==> src/gms_map.vh <==
// Purpose: Register indices, field positions, reset values and limits for the gigabit
//          master/slave register group.
// Assumes: 16-bit management registers addressed by a 5-bit register index.
// Notes: Included by gms_regs and gms_idle_cnt; gms_sync does not include it.
`ifndef GMS_MAP_VH
`define GMS_MAP_VH
`define GMS_IDX_EXPANSION 5'h06
`define GMS_IDX_CONTROL 5'h09
`define GMS_IDX_STATUS 5'h0a
`define GMS_IDX_EXT_STATUS 5'h0f
`define GMS_TM_HI 15
`define GMS_TM_LO 13
`define GMS_MAN_EN_BIT 12
`define GMS_MAN_VAL_BIT 11
`define GMS_PORT_TYPE_BIT 10
`define GMS_ADV_FD_BIT 9
`define GMS_ADV_HD_BIT 8
`define GMS_TM_NORMAL 3'h0
`define GMS_TM_WAVEFORM 3'h1
`define GMS_TM_JIT_MASTER 3'h2
`define GMS_TM_JIT_SLAVE 3'h3
`define GMS_TM_DISTORTION 3'h4
`define GMS_TM_RESET 3'h0
`define GMS_CTRL_WMASK 16'hff00
`define GMS_EXT_STATUS_VAL 16'h3000
`define GMS_IDLE_CNT_MAX 8'hff
`define GMS_PAGE_RX_BIT 1
`endif

==> src/gms_regs.v <==
// Purpose: Gigabit master/slave control, status, extended_ability_status and page-received flag.
// Assumes: The management engine gives a register index with one-cycle read and write
//          strobes; the PHY core gives same-clock status levels and event pulses.
// Notes: Straps are pins and pass a synchroniser; they are captured after reset and again on each soft reset.
`timescale 1ns/1ps
`default_nettype none
`include "gms_map.vh"
module gms_regs (
  input wire i_mclk,
  input wire i_nrst,
  input wire i_soft_rst,
  input wire i_logic_rst,
  input wire [4:0] i_reg_idx,
  input wire i_rd_stb,
  input wire i_wr_stb,
  input wire [15:0] i_wr_data,
  output reg [15:0] o_rd_data,
  output wire o_rd_hit,
  input wire [4:0] i_strap_ctrl,
  input wire i_ms_fault,
  input wire i_auto_master,
  input wire i_local_rx_ok,
  input wire i_remote_rx_ok,
  input wire i_partner_gig_full_duplex,
  input wire i_partner_gig_half_duplex,
  input wire i_page_rx_evt,
  input wire i_idle_err,
  output reg [2:0] o_test_mode,
  output reg o_manual_cfg_en,
  output reg o_manual_master,
  output reg o_multiport,
  output reg o_adv_gig_fd,
  output reg o_adv_gig_hd,
  output reg o_resolved_master,
  output wire o_idle_cnt_sat,
  output reg o_idle_ovf_evt,
  output wire o_page_rx
);
  // Strap capture states: two edges fill the synchroniser, the third loads control.
  localparam ST_WAIT = 4'b0001;
  localparam ST_SETTLE = 4'b0010;
  localparam ST_LOAD = 4'b0100;
  localparam ST_RUN = 4'b1000;

  reg [3:0] st_q;
  reg [3:0] st_d;
  reg [15:0] ctrl_q;
  reg fault_q;
  reg page_q;
  reg sat_q;
  reg master_q;
  reg fault_d;
  reg page_d;
  reg [15:0] rd_d;
  reg [2:0] tm_d;
  wire [4:0] strap_s;
  wire [7:0] idle_cnt;
  wire idle_sat;
  wire rd_ctrl;
  wire rd_stat;
  wire rd_exp;
  wire wr_ctrl;
  wire cnt_clr;
  wire [15:0] stat_word;
  wire [15:0] exp_word;
  wire role_master;

  function sel;
    input [4:0] idx;
    input [4:0] want;
    input stb;
    begin
      sel = stb && (idx == want);
    end
  endfunction

  gms_sync #(
    .W(5)
  ) u_strap_sync (
    .i_mclk(i_mclk),
    .i_nrst(i_nrst),
    .i_async(i_strap_ctrl),
    .o_sync(strap_s)
  );

  assign rd_ctrl = sel(i_reg_idx, `GMS_IDX_CONTROL, i_rd_stb);
  assign rd_stat = sel(i_reg_idx, `GMS_IDX_STATUS, i_rd_stb);
  assign rd_exp = sel(i_reg_idx, `GMS_IDX_EXPANSION, i_rd_stb);
  assign wr_ctrl = sel(i_reg_idx, `GMS_IDX_CONTROL, i_wr_stb);
  assign cnt_clr = rd_stat || i_soft_rst || i_logic_rst;

  gms_idle_cnt u_idle_cnt (
    .i_mclk(i_mclk),
    .i_nrst(i_nrst),
    .i_clr(cnt_clr),
    .i_err(i_idle_err),
    .o_cnt(idle_cnt),
    .o_sat(idle_sat)
  );

  // The straps settle through the synchroniser before they are loaded.
  always @*
  begin
    case (st_q)
      ST_WAIT: st_d = ST_SETTLE;
      ST_SETTLE: st_d = ST_LOAD;
      ST_LOAD: st_d = ST_RUN;
      ST_RUN: st_d = ST_RUN;
      default: st_d = ST_WAIT;
    endcase
  end

  always @(posedge i_mclk or negedge i_nrst)
  begin
    if (!i_nrst)
    begin
      st_q <= ST_WAIT;
      ctrl_q <= 16'h0000;
    end
    else
    begin
      st_q <= st_d;
      if (st_q == ST_LOAD || i_soft_rst)
        ctrl_q <= {`GMS_TM_RESET, strap_s, 8'h00};
      else if (wr_ctrl)
        ctrl_q <= i_wr_data & `GMS_CTRL_WMASK;
    end
  end

  // Role resolution: manual value when enabled, else the automatic i_auto_master input.
  assign role_master = ctrl_q[`GMS_MAN_EN_BIT] ? ctrl_q[`GMS_MAN_VAL_BIT]
                                                : i_auto_master;

  // A flag event in the cycle of its clearing read wins, so no event is lost.
  always @*
  begin
    fault_d = fault_q;
    if (i_ms_fault)
      fault_d = 1'b1;
    else if (rd_stat)
      fault_d = 1'b0;
  end

  always @*
  begin
    page_d = page_q;
    if (i_page_rx_evt)
      page_d = 1'b1;
    else if (rd_exp)
      page_d = 1'b0;
  end

  always @(posedge i_mclk or negedge i_nrst)
  begin
    if (!i_nrst)
    begin
      fault_q <= 1'b0;
    end
    else
    begin
      fault_q <= fault_d;
    end
  end

  always @(posedge i_mclk or negedge i_nrst)
  begin
    if (!i_nrst)
    begin
      page_q <= 1'b0;
    end
    else
    begin
      page_q <= page_d;
    end
  end

  always @(posedge i_mclk or negedge i_nrst)
  begin
    if (!i_nrst)
    begin
      master_q <= 1'b0;
    end
    else
    begin
      master_q <= role_master;
    end
  end

  always @(posedge i_mclk or negedge i_nrst)
  begin
    if (!i_nrst)
    begin
      sat_q <= 1'b0;
    end
    else
    begin
      sat_q <= idle_sat;
    end
  end

  always @(posedge i_mclk or negedge i_nrst)
  begin
    if (!i_nrst)
    begin
      o_idle_ovf_evt <= 1'b0;
    end
    else
    begin
      o_idle_ovf_evt <= idle_sat && !sat_q;
    end
  end

  assign stat_word = {fault_q, master_q, i_local_rx_ok, i_remote_rx_ok,
                      i_partner_gig_full_duplex, i_partner_gig_half_duplex,
                      2'b00, idle_cnt};
  assign exp_word = {14'h0000, page_q, 1'b0};
  assign o_rd_hit = (i_reg_idx == `GMS_IDX_CONTROL) || (i_reg_idx == `GMS_IDX_STATUS) ||
                    (i_reg_idx == `GMS_IDX_EXT_STATUS) || (i_reg_idx == `GMS_IDX_EXPANSION);
  assign o_idle_cnt_sat = idle_sat;
  assign o_page_rx = page_q;

  // Read data is picked here and registered below, so it stands until the next read.
  always @*
  begin
    rd_d = o_rd_data;
    if (i_rd_stb)
    begin
      case (i_reg_idx)
        `GMS_IDX_CONTROL: rd_d = ctrl_q;
        `GMS_IDX_STATUS: rd_d = stat_word;
        `GMS_IDX_EXT_STATUS: rd_d = `GMS_EXT_STATUS_VAL;
        `GMS_IDX_EXPANSION: rd_d = exp_word;
        default: rd_d = 16'h0000;
      endcase
    end
  end

  // Reserved test codes fall back to normal transmission.
  always @*
  begin
    tm_d = ctrl_q[`GMS_TM_HI:`GMS_TM_LO];
    if (tm_d > `GMS_TM_DISTORTION)
      tm_d = `GMS_TM_NORMAL;
  end

  always @(posedge i_mclk or negedge i_nrst)
  begin
    if (!i_nrst)
    begin
      o_rd_data <= 16'h0000;
    end
    else
    begin
      o_rd_data <= rd_d;
    end
  end

  // Control outputs follow the control register one cycle later; o_resolved_master follows two cycles later, through master_q.
  always @(posedge i_mclk or negedge i_nrst)
  begin
    if (!i_nrst)
    begin
      o_test_mode <= `GMS_TM_RESET;
    end
    else
    begin
      o_test_mode <= tm_d;
    end
  end

  always @(posedge i_mclk or negedge i_nrst)
  begin
    if (!i_nrst)
    begin
      o_manual_cfg_en <= 1'b0;
    end
    else
    begin
      o_manual_cfg_en <= ctrl_q[`GMS_MAN_EN_BIT];
    end
  end

  always @(posedge i_mclk or negedge i_nrst)
  begin
    if (!i_nrst)
    begin
      o_manual_master <= 1'b0;
    end
    else
    begin
      o_manual_master <= ctrl_q[`GMS_MAN_VAL_BIT] & ctrl_q[`GMS_MAN_EN_BIT];
    end
  end

  always @(posedge i_mclk or negedge i_nrst)
  begin
    if (!i_nrst)
    begin
      o_multiport <= 1'b0;
    end
    else
    begin
      o_multiport <= ctrl_q[`GMS_PORT_TYPE_BIT] & ~ctrl_q[`GMS_MAN_EN_BIT];
    end
  end

  always @(posedge i_mclk or negedge i_nrst)
  begin
    if (!i_nrst)
    begin
      o_adv_gig_fd <= 1'b0;
    end
    else
    begin
      o_adv_gig_fd <= ctrl_q[`GMS_ADV_FD_BIT];
    end
  end

  always @(posedge i_mclk or negedge i_nrst)
  begin
    if (!i_nrst)
    begin
      o_adv_gig_hd <= 1'b0;
    end
    else
    begin
      o_adv_gig_hd <= ctrl_q[`GMS_ADV_HD_BIT];
    end
  end

  always @(posedge i_mclk or negedge i_nrst)
  begin
    if (!i_nrst)
    begin
      o_resolved_master <= 1'b0;
    end
    else
    begin
      o_resolved_master <= master_q;
    end
  end
endmodule // gms_regs
`default_nettype wire

==> src/gms_sync.v <==
// Purpose: Two-flop synchroniser for a bus of pin-level inputs.
// Assumes: Inputs are slow levels from outside the clock domain.
// Notes: The first stage feeds only the second stage.
`timescale 1ns/1ps
`default_nettype none
module gms_sync #(
  parameter W = 1
) (
  input wire i_mclk,
  input wire i_nrst,
  input wire [W-1:0] i_async,
  output wire [W-1:0] o_sync
);
  reg [W-1:0] meta_q;
  reg [W-1:0] sync_q;
  always @(posedge i_mclk or negedge i_nrst)
  begin
    if (!i_nrst)
    begin
      meta_q <= {W{1'b0}};
      sync_q <= {W{1'b0}};
    end
    else
    begin
      meta_q <= i_async;
      sync_q <= meta_q;
    end
  end
  assign o_sync = sync_q;
endmodule // gms_sync
`default_nettype wire

==> src/gms_idle_cnt.v <==
// Purpose: Saturating idle error counter with clear on read.
// Assumes: i_err is a one-cycle pulse on the device clock.
// Notes: A clear in the same cycle as an error leaves a count of one, so no error is lost.
`timescale 1ns/1ps
`default_nettype none
`include "gms_map.vh"
module gms_idle_cnt (
  input wire i_mclk,
  input wire i_nrst,
  input wire i_clr,
  input wire i_err,
  output wire [7:0] o_cnt,
  output wire o_sat
);
  reg [7:0] cnt_q;
  reg [7:0] cnt_d;
  always @*
  begin
    cnt_d = cnt_q;
    if (i_clr)
      cnt_d = i_err ? 8'h01 : 8'h00;
    else if (i_err && (cnt_q != `GMS_IDLE_CNT_MAX))
      cnt_d = cnt_q + 8'h01;
  end
  always @(posedge i_mclk or negedge i_nrst)
  begin
    if (!i_nrst)
      cnt_q <= 8'h00;
    else
      cnt_q <= cnt_d;
  end
  assign o_cnt = cnt_q;
  assign o_sat = (cnt_q == `GMS_IDLE_CNT_MAX);
endmodule // gms_idle_cnt
`default_nettype wire

==> config.mk <==
export PLATFORM = sky130hd
export DESIGN_NAME = gms_regs
export DESIGN_NICKNAME = d
export VERILOG_FILES = /design/src/gms_regs.v /design/src/gms_sync.v /design/src/gms_idle_cnt.v
export VERILOG_INCLUDE_DIRS = /design/src /design/src/src
export SDC_FILE = /design/constraint.sdc
export NUM_CORES = 1
export LEC_CHECK = 0
export ABC_AREA = 0
export CORE_ASPECT_RATIO = 0.6
export CORE_MARGIN = 1
export CORE_UTILIZATION = 35
export CTS_BUF_LIST = sky130_fd_sc_hd__clkbuf_16
export DETAILED_ROUTE_END_ITERATION = 8
export DONT_BUFFER_PORTS = 1
export HOLD_SLACK_MARGIN = 0.08
export SLEW_MARGIN = 10
export SYNTH_ARGS = -nofsm -noshare
export SYNTH_HDL_FRONTEND = slang
export SYNTH_HIERARCHICAL = 1
export SYNTH_SLANG_ARGS = --single-unit
==> constraint.sdc <==
create_clock -name i_mclk -period 1.6 [get_ports i_mclk]
set_input_delay 0.32 -clock i_mclk [delete_from_list [all_inputs] [get_ports i_mclk]]
set_output_delay 0.32 -clock i_mclk [all_outputs]
set_load 0.01 [all_outputs]
==> reports/results.ini, run 1 <==
[outcome]
status = complete, but fails checks
failed_checks = design-rule violations, negative hold slack

[route]
wl_per_cell_um = 18.0
avgViaCountPerCell = 5.26
via_count = 1720
drc = 12
ant_nets = 0
wirelength_um = 5900
drt_first_iter_violations = 102
dr.pass1.iters = 6

[logic_synthesis]
synth_fp_nets = 254
yosysTopAreaCell = dfrtp_1
syn_area_mm2 = 0.00249
synthCells = 213
ys_async_sr_fraction = 1.00
ys_seq_elements = 60
yosysMostFrequentCell = dfrtp_1
ys.warnings.count = 6
ys_seq_area_frac = 0.603
synth.distinct_cells = 46
synth_common_cells = 59 x dfrtp_1, 16 x nand3_1, 15 x a21oi_1, 12 x inv_1
synth-edff-count = 0
synth_area_leaders = dfrtp_1 59%, nand3_1 3.2%, a21oi_1 3.0%, o2bb2ai_1 2.5%, mux2i_1 2.4%
synth_top_area_frac = 0.592
synth_flop_cell = dfrtp_1
syn_area_per_cell_um2 = 11.7

[power_and_ir_drop]
swShare = 0.204
power_switching_uw = 768
p_seq_frac = 0.429
p_int_uw = 3000
power_density_mw_per_mm2 = 1230
pwr-share-clk = 0.535
total_leakage_power_uw = 0.00127
combPwrFrac = 0.036
ir_worst_vdd_mv = 0.765

[critical_path]
crit_arrival_ns = 1.22
cp_cell_sequence = ha_4 -> nand3_2 -> nor2_4
crit_path_end_kind = output pin
cp_max_fo = 8
worst-path-buf-inv = 0
critPathLaunchType = register
critPathKind = reg -> out
slowest_stage = dfrtp_1
cp.required_ns = 1.28
crit_family = flip-flops
critPathMaxStageDelay_ns = 0.40

[floorplan]
dieWidth_um = 111
rows = 23
die_height_um = 67.4
start_util = 0.367
ios = 69
die_area_mm2 = 0.00748
core_mm2 = 0.00679

[sta]
worstMarginPinSlew_ns = 0.429
maxSlewViolCount = 0
min_period_ns = 1.54
hold_violations = 60
finalCritPeriodShare = 0.965
finClkSkew_ns = 0.00376
max-slew-margin-rel = 0.710
finalSetupViolCount = 0
rsz0062_at_grt = false
worst_hold_slack_ns = -0.309
clock.fmax_ghz = 0.648
fin_setup_tns_ns = 0

[cts]
ctsHoldBuffers = 7
cts_tree = built
cts-root-buf = clkbuf_16
cts-htree-levels = 3
clkSinkCount = 60
clkTransAtPathRegs_ns = 0.05
clockBufferDepth = 2
cts_buffers = 9
clk_latency_ns = 0.32

[run]
max-cap-violations = 0

[layout]
multiInputGateArea_um2 = 916
fillers = 637
final_nets = 276
antenna_cells = 0
regArea_mm2 = 0.00151
syn2layout_area_growth_pct = 22.4
stdcell_area_mm2 = 0.00305
drive_gt1_frac = 0.192

[global_routing]
grt_max_degree = 61
grt_usage = 0.173
grt_antenna_before_repair = 0
grt_overflow = 0
grt_pass1_vias = 1788
grt_pass1_wl_um = 9340

[placement]
finalWeightedCongestion = 0.823
dp_hpwl_um = 3950
io_buffers = 0
place_area_mm2 = 0.00263

[hold_path]
hp-class = in -> async

[registers in the layout, indices dropped and copies added, names as in the netlist, 3 cells and up]
name / flops
o_rd_data: 16
ctrl_q: 8
u_idle_cnt/o_cnt: 8
u_strap_sync/meta_q: 5
u_strap_sync/o_sync: 5
st_q: 4
o_test_mode: 3
[cells by family after synthesis]
kind of cell,Yosys count,synth area share
flip-flops,60,0.603
multiplexers,10,0.0437
AND/OR/NAND/NOR,70,0.172
adder cells (fa/ha/maj),1,0.00502
AO/OA/AOI/OAI,50,0.129
buffers and inverters,20,0.0401
XOR/XNOR,2,0.00703
[routing by layer]
metal,share of wire,routed length (µm),vias to the layer above,global-route usage
met5,0,0,-,0
met4,0.0064,38,0,0.0719
met3,0.093,547,4,0.0880
met2,0.42,2500,64,0.237
met1,0.48,2820,842,0.227
li1,-,-,810,-
[path summary, 6_finish.rpt]
check	depth (start not counted)	slack, ns	endpoint	start
max	3	0.06	o_idle_cnt_sat	u_idle_cnt/o_cnt[0]
min	0	-0.31	o_rd_data[1]	i_nrst
max reg2reg	4	0.08	u_idle_cnt/o_cnt[3]	u_idle_cnt/o_cnt[0]
min reg2reg	0	0.35	u_strap_sync/o_sync[0]	u_strap_sync/meta_q[0]
max in group asynchronous	0	1.73	st_q[0]	i_nrst
min in group i_mclk	1	0.11	o_rd_data[7]	i_rd_stb
[repair_timing]
item                       CTS  global route
setup buffers                2             0
setup endpoints to repair    1             1
resized for setup            4             3
hold endpoints to repair    67            60
pin swaps                    2             1
[layout by cell type, fill, tap and decap left out, types with 2 or more instances in the layout]
cell,Yosys,layout
inv_1,12,12
nand3_1,16,15
nand2b_1,3,3
a21oi_1,15,15
bufinv_16,0,2
nor2_1,11,10
buf_4,0,12
nor3b_1,3,3
dlygate4sd3_1,0,7
nor3_1,5,5
nor2b_1,7,7
a22oi_1,5,5
xnor2_1,2,2
o21ai_0,11,11
nor4b_1,3,3
clkbuf_16,0,9
o2bb2ai_1,7,7
a21o_1,3,3
mux2i_1,6,6
dfrtp_2,0,2
a31oi_1,2,2
clkinvlp_4,0,3
mux2_2,3,3
nand2_1,8,8
dfrtp_1,59,57
[cell type report]
cell class                      instances  share of cell area
Tap cell                               87              0.0357
Timing Repair Buffer                   19              0.0525
Multi-Input combinational cell        133               0.300
Clock buffer                            9              0.0738
Sequential cell                        60               0.493
Clock inverter                          7              0.0299
Inverter                               12              0.0148
[metrics by stage]
stage	std cells	util	power, µW	worst slack [ns]	hold WS (ns)
5_1_grt	327	0.449	3910	0.0109	-0.330
4_1_cts	327	0.447	3820	0.00591	-0.328
6_report	327	0.449	3770	0.0562	-0.309
3_3_place_gp	303	0.387	1750	-0.0171	0.0259
2_1_floorplan	213	-	1720	-0.0975	0.0244
3_5_place_dp	303	0.387	1760	-0.0553	0.0259
[power groups by stage]
stage          sequential [µW]  clock, µW  combinational, µW
2_1_floorplan             1630          0               90.7
3_3_place_gp              1640          0                112
3_5_place_dp              1640          0                114
4_1_cts                   1620       2070                132
5_1_grt                   1620       2150                148
6_report                  1620       2020                134
(Power assumes the default switching activity.)
==> run 2, diff against run 1 <==
--- a/config.mk
+++ b/config.mk
@@ -7,6 +7,8 @@
 export NUM_CORES = 1
 export LEC_CHECK = 0
 export ABC_AREA = 0
+export CELL_PAD_IN_SITES_DETAIL_PLACEMENT = 1
+export CELL_PAD_IN_SITES_GLOBAL_PLACEMENT = 2
 export CORE_ASPECT_RATIO = 0.6
 export CORE_MARGIN = 1
 export CORE_UTILIZATION = 35
@@ -14,6 +16,7 @@
 export DETAILED_ROUTE_END_ITERATION = 8
 export DONT_BUFFER_PORTS = 1
 export HOLD_SLACK_MARGIN = 0.08
+export PLACE_DENSITY_LB_ADDON = 0.1
 export SLEW_MARGIN = 10
 export SYNTH_ARGS = -nofsm -noshare
 export SYNTH_HDL_FRONTEND = slang
==> run 2 against run 1 <==
  * Combinational power hardly changed
  * Sequential power hardly changed
  * Fmax is 2.0% higher
  * Die area stayed put
  * Worst hold slack worse by 0.0090 ns
  * Critical path type is now reg -> reg
  * The flow still finishes with violations (design-rule violations, negative hold slack)
  * Clock skew is 0.0028 ns higher
  * Largest cell class unchanged
  * Utilization is 0.44 points higher
  * Clock power is 7% higher
==> reports/results.ini, run 2 (synthesized netlist as in run 1, its figures left out) <==
[outcome]
status = complete, but fails checks
failed_checks = design-rule violations, negative hold slack

[critical_path]
cp_max_fo = 8  ; unchanged
critPathLaunchType = register
critPathKind = reg -> reg
r2r-end = u_idle_cnt/o_cnt[3]
crit_arrival_ns = 1.73  ; +0.51 ns
crit_path_end_kind = register
r2r-start = u_idle_cnt/o_cnt[1]
r2r_cells = 4  ; unchanged
cp.required_ns = 1.82  ; +0.54 ns
r2r_slack_ns = 0.09  ; about the same

[sta]
worstMarginPinSlew_ns = 0.415  ; -0.0133 ns
finalSetupViolCount = 0  ; unchanged
hold_violations = 60  ; unchanged
max-slew-margin-rel = 0.721  ; +0.0104
rsz0062_at_grt = false
maxSlewViolCount = 0  ; unchanged
fin_setup_tns_ns = 0  ; unchanged
min_period_ns = 1.51  ; -0.0309 ns
finalCritPeriodShare = 0.946  ; -0.0193
clock.fmax_ghz = 0.661  ; +2.0%
finClkSkew_ns = 0.00659  ; +0.00283 ns
worst_hold_slack_ns = -0.318  ; -0.00895 ns

[layout]
layout_common_cells = 57 x dfrtp_1, 15 x a21oi_1, 15 x nand3_1
syn2layout_area_growth_pct = 23.6
multiInputGateArea_um2 = 916  ; unchanged
drive_gt1_frac = 0.190  ; -0.00158
regMostFlops = o_rd_data
fillers = 725  ; +14%
regArea_mm2 = 0.00151  ; unchanged
final_common_cell = dfrtp_1
antenna_cells = 0  ; unchanged
final_nets = 278  ; +0.72%
largest_register_ffs = 16  ; unchanged

[floorplan]
rows = 23  ; unchanged
start_util = 0.367  ; unchanged
core_mm2 = 0.00679  ; unchanged
die_height_um = 67.4  ; unchanged
ios = 69  ; unchanged
die_area_mm2 = 0.00748  ; unchanged
dieWidth_um = 111  ; unchanged

[power_and_ir_drop]
total_leakage_power_uw = 0.00130  ; +2.5%
power_density_mw_per_mm2 = 1270  ; +2.9%
ir_worst_vdd_mv = 0.720  ; -5.8%
total_power_uw = 3910  ; +3.9%

[global_routing]
grt_pass1_wl_um = 10300  ; +10%
grt_antenna_before_repair = 0  ; unchanged
grt_overflow = 0  ; unchanged
grt_pass1_vias = 1828  ; +2.2%
grt_max_degree = 61  ; unchanged
grt_usage = 0.190  ; +0.0171

[run]
max-cap-violations = 0  ; unchanged

[route]
wirelength_um = 6390  ; +8.3%
drt_first_iter_violations = 104  ; +2.0%
via_count = 1780  ; +3.5%
drc = 14  ; +2
wl_per_cell_um = 19.4  ; +7.6%
ant_nets = 0  ; unchanged
dr.pass1.iters = 6  ; unchanged
avgViaCountPerCell = 5.41  ; +2.9%

[cts]
clockBufferDepth = 2  ; unchanged
cts-htree-levels = 3  ; unchanged
cts-root-buf = clkbuf_16
clkTransAtPathRegs_ns = 0.05  ; about the same
clk_latency_ns = 0.33  ; about the same
ctsHoldBuffers = 7  ; unchanged
cts_buffers = 9  ; unchanged
cts_tree = built
clkSinkCount = 60  ; unchanged

[placement]
io_buffers = 0  ; unchanged
dp_hpwl_um = 4240  ; +7.5%
finalWeightedCongestion = 0.773  ; -6.1%

[hold_path]
hp-class = in -> async

==> run 2: cell count changes in the layout (fill, tap and decap cells not counted), sizes merged <==
cell      previous run  this run
inv                 12        13
clkinvlp             3         0
bufinv               2         3
clkinv               2         3
buf                 12        14
==> run 2: per-layer routing <==
metal | GRT usage | part of all wire | up-vias | wire (µm)
li1 | - | - | 810 | -
met3 | 0.0934 | 0.093 | 10 | 592
met1 | 0.247 | 0.48 | 896 | 3070
met5 | 0 | 0 | - | 0
met4 | 0.0771 | 0.012 | 0 | 78
met2 | 0.268 | 0.41 | 64 | 2650
==> run 2: cell type report <==
type                       instances  area share
inverter                          12      0.0146
sequential                        60       0.488
tap                               87      0.0353
multi-input combinational        133       0.297
clock inverter                     7      0.0345
timing repair buffer              21      0.0568
clock buffer                       9      0.0731
==> run 2: worst max-delay path, cell delays in order, from the launching register on <==
cell	delay, ns
dfrtp_1	0.41
ha_4	0.21
and3_4	0.18
a211o_1	0.31
mux2_4	0.30
==> run 2: timing repair <==
item / in CTS / in global routing
endpoints found under the hold margin: 67 / 60
setup buffers: 2 / 3
endpoints found under the setup margin: 1 / 1
gates resized for setup: 6 / 1
pin swaps: 2 / 2
==> run 2: power breakdown <==
part           switching (µW)  internal, µW
sequential               44.1          1570
clock                     664          1500
combinational            61.0          73.3
==> run 2: how the worst max path moves through the flow <==
| stage | start | endpoint | slack (ns) |
|---|---|---|---|
| 2_1_floorplan | i_reg_idx[4] | u_idle_cnt/o_cnt[3] | -0.1 |
| 3_3_place_gp | i_reg_idx[4] | u_idle_cnt/o_cnt[0] | -0.001 |
| 3_5_place_dp | i_reg_idx[4] | u_idle_cnt/o_cnt[0] | -0.08 |
| 4_1_cts | u_idle_cnt/o_cnt[2] | o_idle_cnt_sat | 0.0006 |
| 5_1_grt | u_idle_cnt/o_cnt[5] | o_idle_cnt_sat | 0.004 |
| 6_report | u_idle_cnt/o_cnt[1] | u_idle_cnt/o_cnt[3] | 0.09 |
==> run 2: metrics by stage <==
stage | utilization | hold slack [ns] | std cells | instance area, µm² | setup slack, ns
floorplan | - | 0.0244 | 213 | 2500 | -0.0975
global placement | 0.386 | 0.0255 | 302 | 2620 | -0.00142
detailed placement | 0.386 | 0.0256 | 302 | 2620 | -0.0821
CTS | 0.450 | -0.333 | 326 | 3060 | 0.000573
global route | 0.454 | -0.338 | 329 | 3080 | 0.00378
finish | 0.454 | -0.318 | 329 | 3080 | 0.0871
==> run 3, diff against run 2 <==
--- a/config.mk
+++ b/config.mk
@@ -10,7 +10,7 @@
 export CELL_PAD_IN_SITES_DETAIL_PLACEMENT = 1
 export CELL_PAD_IN_SITES_GLOBAL_PLACEMENT = 2
 export CORE_ASPECT_RATIO = 0.6
-export CORE_MARGIN = 1
+export CORE_MARGIN = 3
 export CORE_UTILIZATION = 35
 export CTS_BUF_LIST = sky130_fd_sc_hd__clkbuf_16
 export DETAILED_ROUTE_END_ITERATION = 8
@@ -22,3 +22,4 @@
 export SYNTH_HDL_FRONTEND = slang
 export SYNTH_HIERARCHICAL = 1
 export SYNTH_SLANG_ARGS = --single-unit
+export TNS_END_PERCENT = 5
==> run 3 against run 2 <==
  * The run ends with negative hold slack left
  * Worst hold slack better by 0.0070 ns
  * Critical path depth unchanged
  * Cell area down 0.89%
  * Combinational power about the same
  * Register-to-register slack worse by 0.02 ns
  * Utilization down 0.41 points
  * Clock skew down 0.0027 ns
  * Sequential power about the same
  * Clock-buffer cell count unchanged
  * Sequential share of layout area up 0.44 points
  * Die area up 9.8%
  * Critical endpoint unchanged
  * Largest cell class unchanged
  * Highest routed layer unchanged
==> reports/results.ini, run 3 (synthesized netlist as in run 1, its figures left out) <==
[floorplan]
core_mm2 = 0.00679  ; unchanged
rows = 23  ; unchanged
die_height_um = 71.4  ; +5.9%
start_util = 0.367  ; unchanged
ios = 69  ; unchanged
die_area_mm2 = 0.00821  ; +9.8%
dieWidth_um = 115  ; +3.6%

[sta]
hold_violations = 60  ; unchanged
finalCritPeriodShare = 0.957  ; +0.0114
max-slew-margin-rel = 0.725  ; +0.00471
clock.fmax_ghz = 0.653  ; -1.2%
finalSetupViolCount = 0  ; unchanged
min_period_ns = 1.53  ; +0.0183 ns
maxSlewViolCount = 0  ; unchanged
finClkSkew_ns = 0.00391  ; -0.00268 ns
rsz0062_at_grt = false
worstMarginPinSlew_ns = 0.406  ; -0.00906 ns
fin_setup_tns_ns = 0  ; unchanged
worst_hold_slack_ns = -0.311  ; +0.00704 ns

[cts]
clkSinkCount = 60  ; unchanged
cts-htree-levels = 3  ; unchanged
cts-root-buf = clkbuf_16
clk_latency_ns = 0.32  ; about the same
clkTransAtPathRegs_ns = 0.05  ; about the same
cts_buffers = 9  ; unchanged
clockBufferDepth = 2  ; unchanged
ctsHoldBuffers = 7  ; unchanged
cts_tree = built

[route]
dr.pass1.iters = 4  ; -2
drt_first_iter_violations = 103  ; -0.96%
avgViaCountPerCell = 5.47  ; +1.1%
ant_nets = 0  ; unchanged
wl_per_cell_um = 19.4  ; about the same
wl_met2_um = 2710  ; +2.4%
dr.max_layer_used = met4
drc = 0  ; -14
wirelength_um = 6330  ; -0.97%
route.layer.met1.wl_um = 3080  ; +0.29%
dr_wl_met3_um = 468  ; -21%
via_count = 1783  ; +0.17%

[layout]
final_common_cell = dfrtp_1
layout_common_cells = 57 x dfrtp_1, 15 x a21oi_1, 15 x nand3_1
regMostFlops = o_rd_data
final_nets = 275  ; -1.1%
drive_gt1_frac = 0.192  ; +0.00239
antenna_cells = 0  ; unchanged
utilization = 0.450  ; -0.00405
largest_register_ffs = 16  ; unchanged
stdcell_area_mm2 = 0.00305  ; -0.89%
syn2layout_area_growth_pct = 22.5

[global_routing]
grt_pass1_wl_um = 10500  ; +2.4%
grt_usage = 0.170  ; -0.0197
grt_antenna_before_repair = 0  ; unchanged
grt_max_degree = 61  ; unchanged
grt_pass1_vias = 1888  ; +3.3%
grt_overflow = 0  ; unchanged

[placement]
io_buffers = 0  ; unchanged
dp_hpwl_um = 4480  ; +5.6%
place_area_mm2 = 0.00263  ; +0.29%
finalWeightedCongestion = 0.741  ; -4.2%

[power_and_ir_drop]
total_leakage_power_uw = 0.00127  ; -2.4%
ir_worst_vdd_mv = 0.982  ; +36%
power_density_mw_per_mm2 = 1250  ; -1.8%
total_power_uw = 3810  ; -2.7%

[critical_path]
r2r_slack_ns = 0.07  ; -0.02 ns
critPathLaunchType = register
cp.required_ns = 1.80  ; -0.02 ns
critPathKind = reg -> reg
crit_arrival_ns = 1.73  ; about the same
cp_max_fo = 8  ; unchanged
r2r-end = u_idle_cnt/o_cnt[3]
crit_path_end_kind = register
r2r_cells = 4  ; unchanged
r2r-start = u_idle_cnt/o_cnt[0]

[outcome]
failed_checks = negative hold slack
status = complete, but fails checks

[hold_path]
hp-class = in -> async

[run]
max-cap-violations = 0  ; unchanged

run 3: repair_timing:
item,4_1_cts,5_1_grt
setup endpoints to repair,1,1
buffers inserted,1,0
cloned,0,0
pin swaps,2,1
hold endpoints to repair,67,60
gates resized for setup,5,2
run 3: worst max-delay path, stage by stage (launching register included):
cell and delay, ns:
dfrtp_1 0.41, ha_4 0.21, and3_4 0.18, a211o_1 0.31
mux2_4 0.30
run 3: worst max path at each step:
| stage | from | to | slack [ns] | cells after the start |
|---|---|---|---|---|
| 4_1_cts | u_idle_cnt/o_cnt[2] | o_idle_cnt_sat | 0.03 | 3 |
| 3_3_place_gp | i_reg_idx[4] | u_idle_cnt/o_cnt[3] | 0.005 | 6 |
| 6_report | u_idle_cnt/o_cnt[0] | u_idle_cnt/o_cnt[3] | 0.07 | 4 |
| 2_1_floorplan | i_reg_idx[4] | u_idle_cnt/o_cnt[3] | -0.1 | 7 |
| 5_1_grt | u_idle_cnt/o_cnt[0] | o_idle_cnt_sat | 0.01 | 3 |
| 3_5_place_dp | i_reg_idx[4] | u_idle_cnt/o_cnt[1] | -0.04 | 7 |
run 3: cell type report:
class / count / area (µm²)
Inverter: 12 / 45.0
Sequential cell: 60 / 1510
Clock inverter: 7 / 101
Timing Repair Buffer: 18 / 153
Fill cell: 712 / 3740
Tap cell: 87 / 109
Clock buffer: 9 / 225
Multi-Input combinational cell: 133 / 916
run 3: where the power goes:
group	total [µW]	internal (µW)	switching (µW)
clock	2060	1370	691
sequential	1620	1570	44.8
combinational	134	73.1	60.8
total	3810	3010	796
run 3: metrics by stage:
| step | worst slack (ns) | instances | hold WS (ns) |
|---|---|---|---|
| after detailed placement | -0.0389 | 303 | 0.0257 |
| final | 0.0688 | 326 | -0.311 |
| after global placement | 0.00546 | 303 | 0.0257 |
| after global routing | 0.0117 | 326 | -0.335 |
| after CTS | 0.0336 | 326 | -0.330 |
| after floorplan | -0.0975 | 213 | 0.0244 |
run 3: routing by layer:
layer	vias to the layer above	global-route usage
met5	-	0
met4	0	0.0534
met3	7	0.0684
met2	58	0.238
met1	916	0.241
li1	802	-
